### src/hw/sldu_pkg.sv
// Constants and types for the signed load unit
// Assumes issue logic supplies decoded opcode fields and the data cache answers in fixed time
package sldu_pkg;
  localparam int unsigned DATA_W       = 32;
  localparam int unsigned OPC_W        = 8;
  localparam int unsigned MOD_W        = 7;
  localparam int unsigned DEST_W       = 7;
  localparam int unsigned SLOT_W       = 3;
  localparam logic [OPC_W-1:0] OPC_BYTE_DISP  = 8'hC0;
  localparam logic [OPC_W-1:0] OPC_BYTE_INDEX = 8'hC1;
  localparam logic [OPC_W-1:0] OPC_HALF_SCALE = 8'hC4;
  localparam logic [SLOT_W-1:0] SLOT_FOUR     = 3'h4;
  localparam logic [SLOT_W-1:0] SLOT_FIVE     = 3'h5;
  localparam int unsigned LOAD_LATENCY = 3;
  localparam logic [DATA_W-1:0] WINDOW_BASE = 32'hEFE00000;
  localparam logic [DATA_W-1:0] WINDOW_MASK = 32'hFFE00000;
  typedef enum logic [2:0] {
    SLDU_KIND_NONE = 3'h1,
    SLDU_KIND_BYTE = 3'h2,
    SLDU_KIND_HALF = 3'h4
  } sldu_kind_e;
endpackage : sldu_pkg

### src/hw/sldu_extend.sv
// Byte lane select and sign extension of returned data
// Assumes cache returns a 16-bit pair: lane 0 from address, lane 1 from address plus one
`timescale 1ns/100ps
`default_nettype none
module sldu_extend
  import sldu_pkg::*;
(
  input  wire logic [15:0]       pairData,
  input  wire logic              isHalf,
  input  wire logic              bigEndian,
  output logic      [DATA_W-1:0] extended
);
  logic [15:0] ordered;
  always_comb begin
    ordered = bigEndian ? {pairData[7:0], pairData[15:8]} : pairData;
    if (isHalf) begin
      extended = {{16{ordered[15]}}, ordered};
    end else begin
      extended = {{24{pairData[7]}}, pairData[7:0]};
    end
  end
endmodule // sldu_extend
`default_nettype wire

### src/hw/sldu_load_unit.sv
// Signed load unit: address formation, cache request, three-stage result pipeline
// Assumes issue logic presents one op per cycle and cache data returns one cycle after request
`timescale 1ns/100ps
`default_nettype none
module sldu_load_unit
  import sldu_pkg::*;
(
  input  wire logic              clk,
  input  wire logic              rst_b,
  input  wire logic              issueValid,
  input  wire logic [OPC_W-1:0]  opcode,
  input  wire logic [MOD_W-1:0]  modifier,
  input  wire logic [SLOT_W-1:0] issueSlot,
  input  wire logic              guardPresent,
  input  wire logic [DATA_W-1:0] guardValue,
  input  wire logic [DATA_W-1:0] firstSourceRegister,
  input  wire logic [DATA_W-1:0] secondSourceRegister,
  input  wire logic [DEST_W-1:0] destIndex,
  input  wire logic              bigEndianFlag,
  input  wire logic [15:0]       cacheData,
  output logic                   cacheReq,
  output logic      [DATA_W-1:0] cacheAddr,
  output logic                   cacheHalf,
  output logic                   resultWrite,
  output logic      [DEST_W-1:0] resultDest,
  output logic      [DATA_W-1:0] resultData,
  output logic                   windowAccess,
  output logic                   illegalIssue
);
  typedef struct packed {
    logic              reqV;
    logic [DATA_W-1:0] addr;
    logic              half;
    logic              big;
    logic [DEST_W-1:0] dst;
    logic              midV;
    logic              midHalf;
    logic              midBig;
    logic [DEST_W-1:0] midDst;
    logic              wr;
    logic [DEST_W-1:0] wrDst;
    logic [DATA_W-1:0] wrData;
    logic              win;
    logic              bad;
  } sldu_state_s;

  sldu_state_s st;
  sldu_state_s next_st;
  sldu_kind_e  kind;
  logic        guardOk;
  logic        slotOk;
  logic        fire;
  logic [DATA_W-1:0] addr;
  logic [DATA_W-1:0] extended;

  sldu_extend u_extend (
    .pairData  (cacheData),
    .isHalf    (st.midHalf),
    .bigEndian (st.midBig),
    .extended  (extended)
  );

  always_comb begin
    case (opcode)
      OPC_BYTE_DISP:  kind = SLDU_KIND_BYTE;
      OPC_BYTE_INDEX: kind = SLDU_KIND_BYTE;
      OPC_HALF_SCALE: kind = SLDU_KIND_HALF;
      default:        kind = SLDU_KIND_NONE;
    endcase
    guardOk = !guardPresent || guardValue[0];
    slotOk = (issueSlot == SLOT_FOUR) || (issueSlot == SLOT_FIVE);
    fire = issueValid && slotOk && guardOk && (kind != SLDU_KIND_NONE);
    if (opcode == OPC_BYTE_DISP) begin
      addr = firstSourceRegister + {{(DATA_W-MOD_W){modifier[MOD_W-1]}}, modifier};
    end else if (opcode == OPC_BYTE_INDEX) begin
      addr = firstSourceRegister + secondSourceRegister;
    end else begin
      addr = firstSourceRegister + {secondSourceRegister[DATA_W-2:0], 1'b0};
    end
  end

  always_comb begin
    next_st         = st;
    next_st.reqV    = fire;
    next_st.addr    = fire ? addr : st.addr;
    next_st.half    = fire ? (kind == SLDU_KIND_HALF) : st.half;
    next_st.big     = fire ? bigEndianFlag : st.big;
    next_st.dst     = fire ? destIndex : st.dst;
    next_st.midV    = st.reqV;
    next_st.midHalf = st.half;
    next_st.midBig  = st.big;
    next_st.midDst  = st.dst;
    next_st.wr      = st.midV;
    next_st.wrDst   = st.midDst;
    next_st.wrData  = st.midV ? extended : st.wrData;
    next_st.win     = fire && ((addr & WINDOW_MASK) == WINDOW_BASE);
    next_st.bad     = issueValid && (kind != SLDU_KIND_NONE) && !slotOk;
    if (!rst_b) begin
      next_st = '0;
    end
  end

  always_ff @(posedge clk) begin
    st <= next_st;
  end

  assign cacheReq     = st.reqV;
  assign cacheAddr    = st.addr;
  assign cacheHalf    = st.half;
  assign resultWrite  = st.wr;
  assign resultDest   = st.wrDst;
  assign resultData   = st.wrData;
  assign windowAccess = st.win;
  assign illegalIssue = st.bad;

  property p_latency;
    @(posedge clk) disable iff (!rst_b)
      fire |-> ##3 resultWrite;
  endproperty
  a_latency: assert property (p_latency) else $error("result not three cycles after issue");

  property p_guard_off;
    @(posedge clk) disable iff (!rst_b)
      (issueValid && guardPresent && !guardValue[0]) |=> !cacheReq;
  endproperty
  a_guard_off: assert property (p_guard_off) else $error("cache touched with false guard");

  property p_guard_on;
    @(posedge clk) disable iff (!rst_b)
      (issueValid && slotOk && guardPresent && guardValue[0] && kind != SLDU_KIND_NONE) |=> cacheReq;
  endproperty
  a_guard_on: assert property (p_guard_on) else $error("true guard did not request");

  property p_noguard;
    @(posedge clk) disable iff (!rst_b)
      (issueValid && slotOk && !guardPresent && opcode == OPC_BYTE_DISP) |=> cacheReq;
  endproperty
  a_noguard: assert property (p_noguard) else $error("unguarded op not executed");

  property p_scaled;
    @(posedge clk) disable iff (!rst_b)
      (fire && opcode == OPC_HALF_SCALE)
        |=> cacheAddr == $past(firstSourceRegister) + ($past(secondSourceRegister) << 1);
  endproperty
  a_scaled: assert property (p_scaled) else $error("scaled address wrong");

  property p_disp;
    @(posedge clk) disable iff (!rst_b)
      (fire && opcode == OPC_BYTE_DISP)
        |=> cacheAddr == $past(firstSourceRegister) + DATA_W'($signed($past(modifier)));
  endproperty
  a_disp: assert property (p_disp) else $error("displacement address wrong");

  property p_index;
    @(posedge clk) disable iff (!rst_b)
      (fire && opcode == OPC_BYTE_INDEX) |=> cacheAddr == $past(firstSourceRegister) + $past(secondSourceRegister);
  endproperty
  a_index: assert property (p_index) else $error("indexed address wrong");

  property p_slot;
    @(posedge clk) disable iff (!rst_b)
      (issueValid && !slotOk) |=> !cacheReq;
  endproperty
  a_slot: assert property (p_slot) else $error("issue from illegal slot executed");

  property p_byte_ext;
    @(posedge clk) disable iff (!rst_b)
      (st.midV && !st.midHalf) |=> resultData == {{24{$past(cacheData[7])}}, $past(cacheData[7:0])};
  endproperty
  a_byte_ext: assert property (p_byte_ext) else $error("byte extension or order wrong");

  property p_half_le;
    @(posedge clk) disable iff (!rst_b)
      (st.midV && st.midHalf && !st.midBig) |=> resultData[15:0] == $past(cacheData);
  endproperty
  a_half_le: assert property (p_half_le) else $error("little-endian half wrong");

  property p_half_be;
    @(posedge clk) disable iff (!rst_b)
      (st.midV && st.midHalf && st.midBig)
        |=> resultData[15:0] == {$past(cacheData[7:0]), $past(cacheData[15:8])};
  endproperty
  a_half_be: assert property (p_half_be) else $error("big-endian half wrong");

  property p_half_sign;
    @(posedge clk) disable iff (!rst_b)
      (st.midV && st.midHalf) |=> resultData[31:16] == {16{resultData[15]}};
  endproperty
  a_half_sign: assert property (p_half_sign) else $error("half not sign-extended");

  property p_byte_sign;
    @(posedge clk) disable iff (!rst_b)
      (st.midV && !st.midHalf) |=> resultData[31:8] == {24{resultData[7]}};
  endproperty
  a_byte_sign: assert property (p_byte_sign) else $error("byte not sign-extended");

  property p_dest;
    @(posedge clk) disable iff (!rst_b)
      fire |-> ##3 (resultDest == $past(destIndex, 3));
  endproperty
  a_dest: assert property (p_dest) else $error("result written to wrong destination");

  property p_off_nowrite;
    @(posedge clk) disable iff (!rst_b)
      (issueValid && guardPresent && !guardValue[0]) |-> ##3 !resultWrite;
  endproperty
  a_off_nowrite: assert property (p_off_nowrite) else $error("false guard wrote destination");

  property p_data_hold;
    @(posedge clk) disable iff (!rst_b)
      !resultWrite |-> $stable(resultData);
  endproperty
  a_data_hold: assert property (p_data_hold) else $error("result data moved without write");

  property p_dest_hold;
    @(posedge clk) disable iff (!rst_b)
      !resultWrite |-> $stable(resultDest);
  endproperty
  a_dest_hold: assert property (p_dest_hold) else $error("result destination moved without write");

  property p_addr_hold;
    @(posedge clk) disable iff (!rst_b)
      !cacheReq |-> $stable(cacheAddr);
  endproperty
  a_addr_hold: assert property (p_addr_hold) else $error("cache address moved without request");

  property p_half_hold;
    @(posedge clk) disable iff (!rst_b)
      !cacheReq |-> $stable(cacheHalf);
  endproperty
  a_half_hold: assert property (p_half_hold) else $error("cache size moved without request");

  property p_window;
    @(posedge clk) disable iff (!rst_b)
      (fire && opcode == OPC_BYTE_DISP
        && (((firstSourceRegister + DATA_W'($signed(modifier))) & WINDOW_MASK) == WINDOW_BASE)) |=> windowAccess;
  endproperty
  a_window: assert property (p_window) else $error("window access not flagged");

  property p_window_exec;
    @(posedge clk) disable iff (!rst_b)
      windowAccess |-> cacheReq;
  endproperty
  a_window_exec: assert property (p_window_exec) else $error("window flag without executed load");

  property p_bad_flag;
    @(posedge clk) disable iff (!rst_b)
      (issueValid && (kind != SLDU_KIND_NONE) && !slotOk) |=> illegalIssue;
  endproperty
  a_bad_flag: assert property (p_bad_flag) else $error("illegal slot not flagged");

  property p_no_fault;
    @(posedge clk) disable iff (!rst_b)
      (issueValid && slotOk) |=> !illegalIssue;
  endproperty
  a_no_fault: assert property (p_no_fault) else $error("fault raised for legal slot");

  property p_unknown_op;
    @(posedge clk) disable iff (!rst_b)
      (issueValid && (kind == SLDU_KIND_NONE)) |=> (!cacheReq && !illegalIssue);
  endproperty
  a_unknown_op: assert property (p_unknown_op) else $error("foreign opcode executed");

  property p_req_next;
    @(posedge clk) disable iff (!rst_b)
      fire |=> cacheReq;
  endproperty
  a_req_next: assert property (p_req_next) else $error("request not one cycle after issue");

  property p_req_only;
    @(posedge clk) disable iff (!rst_b)
      !fire |=> !cacheReq;
  endproperty
  a_req_only: assert property (p_req_only) else $error("request without executed load");

  property p_wr_only;
    @(posedge clk) disable iff (!rst_b)
      resultWrite |-> $past(cacheReq, 2);
  endproperty
  a_wr_only: assert property (p_wr_only) else $error("write without earlier request");

  property p_half_kind;
    @(posedge clk) disable iff (!rst_b)
      (fire && (kind == SLDU_KIND_HALF)) |=> cacheHalf;
  endproperty
  a_half_kind: assert property (p_half_kind) else $error("half load not sized 16 bits");

  property p_byte_kind;
    @(posedge clk) disable iff (!rst_b)
      (fire && (kind == SLDU_KIND_BYTE)) |=> !cacheHalf;
  endproperty
  a_byte_kind: assert property (p_byte_kind) else $error("byte load not sized 8 bits");

  property p_odd_half;
    @(posedge clk) disable iff (!rst_b)
      (fire && opcode == OPC_HALF_SCALE && firstSourceRegister[0]) |=> !illegalIssue ##2 resultWrite;
  endproperty
  a_odd_half: assert property (p_odd_half) else $error("odd half address faulted");

  property p_order_big;
    @(posedge clk) disable iff (!rst_b)
      (fire && (kind == SLDU_KIND_HALF) && bigEndianFlag) |-> ##3 (resultData[7:0] == $past(cacheData[15:8]));
  endproperty
  a_order_big: assert property (p_order_big) else $error("issue-time big order not applied");

  property p_order_little;
    @(posedge clk) disable iff (!rst_b)
      (fire && (kind == SLDU_KIND_HALF) && !bigEndianFlag) |-> ##3 (resultData[7:0] == $past(cacheData[7:0]));
  endproperty
  a_order_little: assert property (p_order_little) else $error("issue-time little order not applied");
endmodule // sldu_load_unit
`default_nettype wire

### config.mk
export PLATFORM = sky130hd
export DESIGN_NAME = sldu_load_unit
export DESIGN_NICKNAME = d
export VERILOG_FILES = /design/src/hw/sldu_pkg.sv /design/src/hw/sldu_extend.sv /design/src/hw/sldu_load_unit.sv
export SDC_FILE = /design/constraint.sdc
export NUM_CORES = 1
export LEC_CHECK = 0
export ABC_AREA = 1
export BUFFER_PORTS_ARGS = -buffer_cell sky130_fd_sc_hd__buf_2
export CAP_MARGIN = 10
export CORE_UTILIZATION = 55
export CTS_CLUSTER_DIAMETER = 60
export DETAILED_ROUTE_END_ITERATION = 8
export GPL_ROUTABILITY_DRIVEN = 0
export MAX_ROUTING_LAYER = met4
export PLACE_DENSITY = 0.8
export SLEW_MARGIN = 20
export SYNTH_ARGS = -nofsm -noshare
export SYNTH_HDL_FRONTEND = slang
export SYNTH_SLANG_ARGS = --single-unit
### constraint.sdc
create_clock -name clk -period 3.5 [get_ports clk]
set_clock_uncertainty 0.2 [all_clocks]
set_input_delay 0.175 -clock clk [delete_from_list [all_inputs] [get_ports clk]]
set_output_delay 0.175 -clock clk [all_outputs]
set_load 0.05 [all_outputs]
# == After elaboration in Yosys (flattened, before gate mapping) ==
# Cells that the tools add are included.
# word_totals
regBits,94
input_bits,142
output_inout_bits,76
elab_cells,41
# op_classes
n_addsub,3
eq_ne,8
muxes,5
n_reduce_logical,11
# ops
op,count
32-bit adder,3
32-bit 2-to-1 mux,3
"8-bit equality test, second input constant",3
16-bit 2-to-1 mux,1
"11-bit equality test, second input constant",1
"3-bit equality test, second input constant",3
1-bit logical AND,6
3-bit one-hot mux with 2 select lines,1
"3-bit by 1-bit inequality test with 1-bit output, second input constant",1
1-bit logical NOT,2
1-bit logical OR,2
2-bit OR reduction,1

# == Longest topological paths before layout ==
# depth
word_depth,6
mapped_depth,19
ltp_nobuf,19

# == Modules after synthesis ==
# A second synthesis with hierarchy kept.
# unflattened
hier_cells,1962
hier_area_um2,11217.0
# modules_own_cells
mod,instances,cells_each,area_per_inst_um2
sldu_load_unit,1,1888,10785.3
sldu_extend,1,74,431.7

# == Least setup slack after synthesis ==
# Ideal clock, no wire load.
# synth_path
path_kind,input to register
startpoint,in modifier[0]
endpoint,reg st (netlist bit windowAccess)
arrival_ps,1849
required_ps,3236
path_slack_ps,1387
cell_stages,16
path_buffers,0
path_cell_list,ha_1 > fa_1 > nand2_1 > nand3_1 > and2_1 > nand2_1 > nand2_2 > nand2_1 > nand2_1 > nand3b_1 > nand3_1 > nand3_1 > nand2_1 > nor2_1 > nand3_1 > nor2_1
# synth_between
elab_chain_len,4
# synth_rtl
element,line_no,source
"start, declared",sldu_load_unit.sv:12,"input wire logic [MOD_W-1:0] modifier,"
32-bit adder,sldu_load_unit.sv:74,"addr = firstSourceRegister + {{(DATA_W-MOD_W){modifier[MOD_W-1]}}, modifier};"
32-bit 2-to-1 mux,sldu_load_unit.sv:73,if (opcode == OPC_BYTE_DISP) begin
11-bit equality test,sldu_load_unit.sv:96,next_st.win = fire && ((addr & WINDOW_MASK) == WINDOW_BASE);
1-bit logical AND,sldu_load_unit.sv:96,
"end signal, assigned",sldu_load_unit.sv:104,st <= next_st;
"end, declared",sldu_load_unit.sv:47,sldu_state_s st;
# No other way between the ends.
# A chain may end at the register's enable or synchronous reset.

# == Worst setup path in the final report ==
# layout_path
startpoint,in modifier[6]
endpoint,reg st (netlist bit windowAccess)
# Same word-level chain as after synthesis.

==> results.toml <==
[critical_path]
critical_path.endpoint_type = "flop"
rr_startpoint = "st[49]$_SDFF_PN0_"
crit_path_start_kind = "input port"
path_cells = "buf_2 > ha_1 > a21oi_1 > o21ai_0 > a21oi_1 > nand2_1 > nand2_1 > nand2_1 > o21ai_0 > a21oi_1 > nor2_2 > nand3_1 > nor2_1"
critical_path.max_fanout = 26
timing.setup.critical_path_class = "in2reg"
cp_slowest_stage_delay_ns = 0.45
timing.critical_path.arrival_ns = 2.47
crit_path_start = "modifier[6]"
worstPathRequired_ns = 3.57
crit_slowest_cell = "buf_2"

[yosys]
synthDominantAreaCellType = "nand2_1"
synth_adder_area_share = 0.119
ys_top_cells_by_area = "nand2_1 21%, dfxtp_1 15%, ha_1 11%, inv_1 9.9%, a21oi_1 7.2%"
synth_edf_count = 0
synthMostInstantiatedCell = "nand2_1"
synth_top_family_by_area = "simple AND/OR/NAND/NOR gates"
post_synth_xor_area_fraction = 0.0112
synth-async-reset-ratio = 0
synth_top_area_share = 0.214
yosys.cell_types.count = 46
avgSynthCellArea_um2 = 5.67
synthesis.area_um2 = 10200
synth.mux.area_fraction = 0
synth_seq_cells = 78
synth_top_cells_by_count = "581 x nand2_1, 270 x inv_1, 147 x a21oi_1"
ys_flop_type = "dfxtp_1"
synth_compound_gate_area_share = 0.173
postSynthCellCount = 1799
syn_nets = 2036
yosysSeqAreaShare = 0.153
ys_warn_count = 0
post_synthesis_simple_gate_area_fraction = 0.380

[cells_and_area]
diodes = 0
post-route-cell-area_um2 = 11400
area_delta_synth_final_pct = 12.3
drive_gt1_frac = 0.130
nets = 2173

[floorplan]
die_outline_area_um2 = 19100
io-pin-count = 218
die_w_um = 138
floorplan.die.height_um = 138
rows = 49
core_area_um2 = 18100
initial_core_utilization = 0.564

[routing]
dr_wl_met3_um = 2620
met2_length_um = 14400
detailedRoute.firstIterationViolations = 1065
post_drt_via_cell_ratio = 5.41
routed.top_layer = "met4"
wire_per_inst_um = 14.6
route.detailed.drc = 28
drt-pass1-iter-count = 7
route.layer.met1.wl_um = 13600
routed_wl_um = 31800
ant_nets = 0
routed-via-count = 11700

[clocking]
post_cts_hold_buffers = 31
clock_tree_from_tritoncts = "yes"
tritoncts_buffers = 9
cts_resized = 0
cts_max_path_buffers = 2
clockRootBuffer = "clkbuf_16"
cts.sinks = 78
cts.htree.levels = 3
clkLatencyLatePin_ns = 0.33
clkSlewWorstSetupHoldPaths_ns = 0.06
postCtsSetupBuffers = 0

[grt]
globalRouteOverflowTotal = 0
grt_first_pass_wirelength_um = 51100
grt_max_degree = 52
grt_util_all_layers = 0.340
number_of_global_route_vias_before_repair = 10400
grt_antenna_before_repair = 0

[run]
drv.max_cap_violation_count = 0

[pwr]
pwr_density_cell_nw_per_um2 = 278
leakage_nw = 6.65
power.ir.vdd_worst_mv = 0.226

[timing]
setup_violations = 0
max_clock_freq_ghz = 0.416
relSlewSlack = 0.427
post-route-period-util = 0.687
setup_total_negative_slack_ns = 0
final-max-slew-violation-count = 0
fin_crit_ns = 2.40
rsz0062_at_grt = "no"
timing_hold_violations_final = 0
worst_slew_pin_slew_ns = 0.859

[placement]
postPlaceCellArea_um2 = 10800
detail_placement_hpwl_um = 25300
place.port_buffers = 185

[min_path]
hold_start = "opcode[2]"
holdCritPathClass = "in2reg"

[outcome]
outcome = "complete, but fails checks"
violations = "DRC"
per-layer routing:
metal / vias up / GRT usage
met5: - / -
met4: 0 / 0.135
met3: 73 / 0.0398
met2: 582 / 0.557
met1: 5093 / 0.425
li1: 6000 / -
registers in the layout, indices dropped and copies added (netlist names):
name          flops
cacheAddr        32
st               18
resultData       16
resultDest        7
cacheHalf         1
cacheReq          1
illegalIssue      1
resultWrite       1
windowAccess      1
path summary, 6_finish.rpt:
check	endpoint	slack (ns)	depth (start not counted)
worst max register to register	resultData[8]$_SDFFE_PN0P_	1.39	5
worst min register to register	resultDest[2]$_SDFF_PN0_	0.21	2
worst max-delay path	windowAccess$_SDFF_PN0_	1.10	13
worst min-delay path	cacheHalf$_SDFFE_PN0P_	0.01	3
metrics by stage:
step | hold slack [ns] | setup WS (ns) | power (mW) | std cells | utilization
finish | 0.0142 | 1.10 | 3.18 | 2170 | 0.633
global route | 0.0254 | 0.895 | 3.39 | 2170 | 0.633
CTS | 0.00686 | 1.14 | 3.17 | 2170 | 0.633
detailed placement | 0.196 | 0.811 | 2.16 | 2123 | 0.598
global placement | 0.193 | 0.844 | 2.14 | 2123 | 0.598
floorplan | 0.124 | 1.39 | 1.81 | 1799 | -
worst max-delay path, delay by kind of cell:
kind,cells,cell delay [ns]
buf+inv,1,0.45
compound gates,5,0.76
fa+ha+maj,1,0.38
simple gates,6,0.68
layout make-up:
cell class                      instances  area [µm²]
Fill cell                            1826        6640
Clock buffer                           10         229
Inverter                              271        1020
Timing Repair Buffer                  224        1300
Sequential cell                        78        1560
Multi-Input combinational cell       1352        6970
Tap cell                              229         287
Clock inverter                          6        86.3
logic make-up (layout without fill, tap and decap cells):
group | Yosys count | after routing
flops | 78 | 78
fa+ha+maj | 95 | 95
xor+xnor | 13 | 13
compound gates | 319 | 319
buf+inv | 369 | 511
simple gates | 925 | 925
cell usage in the layout, fill, tap and decap left out, types with 9 or more instances in the layout:
cell	instances
nand2_1	581
inv_1	270
buf_2	185
a21oi_1	147
nor2_1	145
nand3_1	117
o21ai_0	93
ha_1	92
dfxtp_1	78
dlygate4sd3_1	31
a31oi_1	22
nor3_1	16
o21a_1	15
nand2_2	13
o211ai_1	12
nand4_1	11
o21bai_1	10
clkbuf_16	9
power breakdown:
| group | switching (mW) | total, mW | internal [mW] |
|---|---|---|---|
| logic | 0.856 | 1.31 | 0.458 |
| clock network | 0.358 | 0.981 | 0.623 |
| registers | 0.000377 | 0.889 | 0.889 |
| total | 1.21 | 3.18 | 1.97 |
Power figures use the tool's default switching activity.
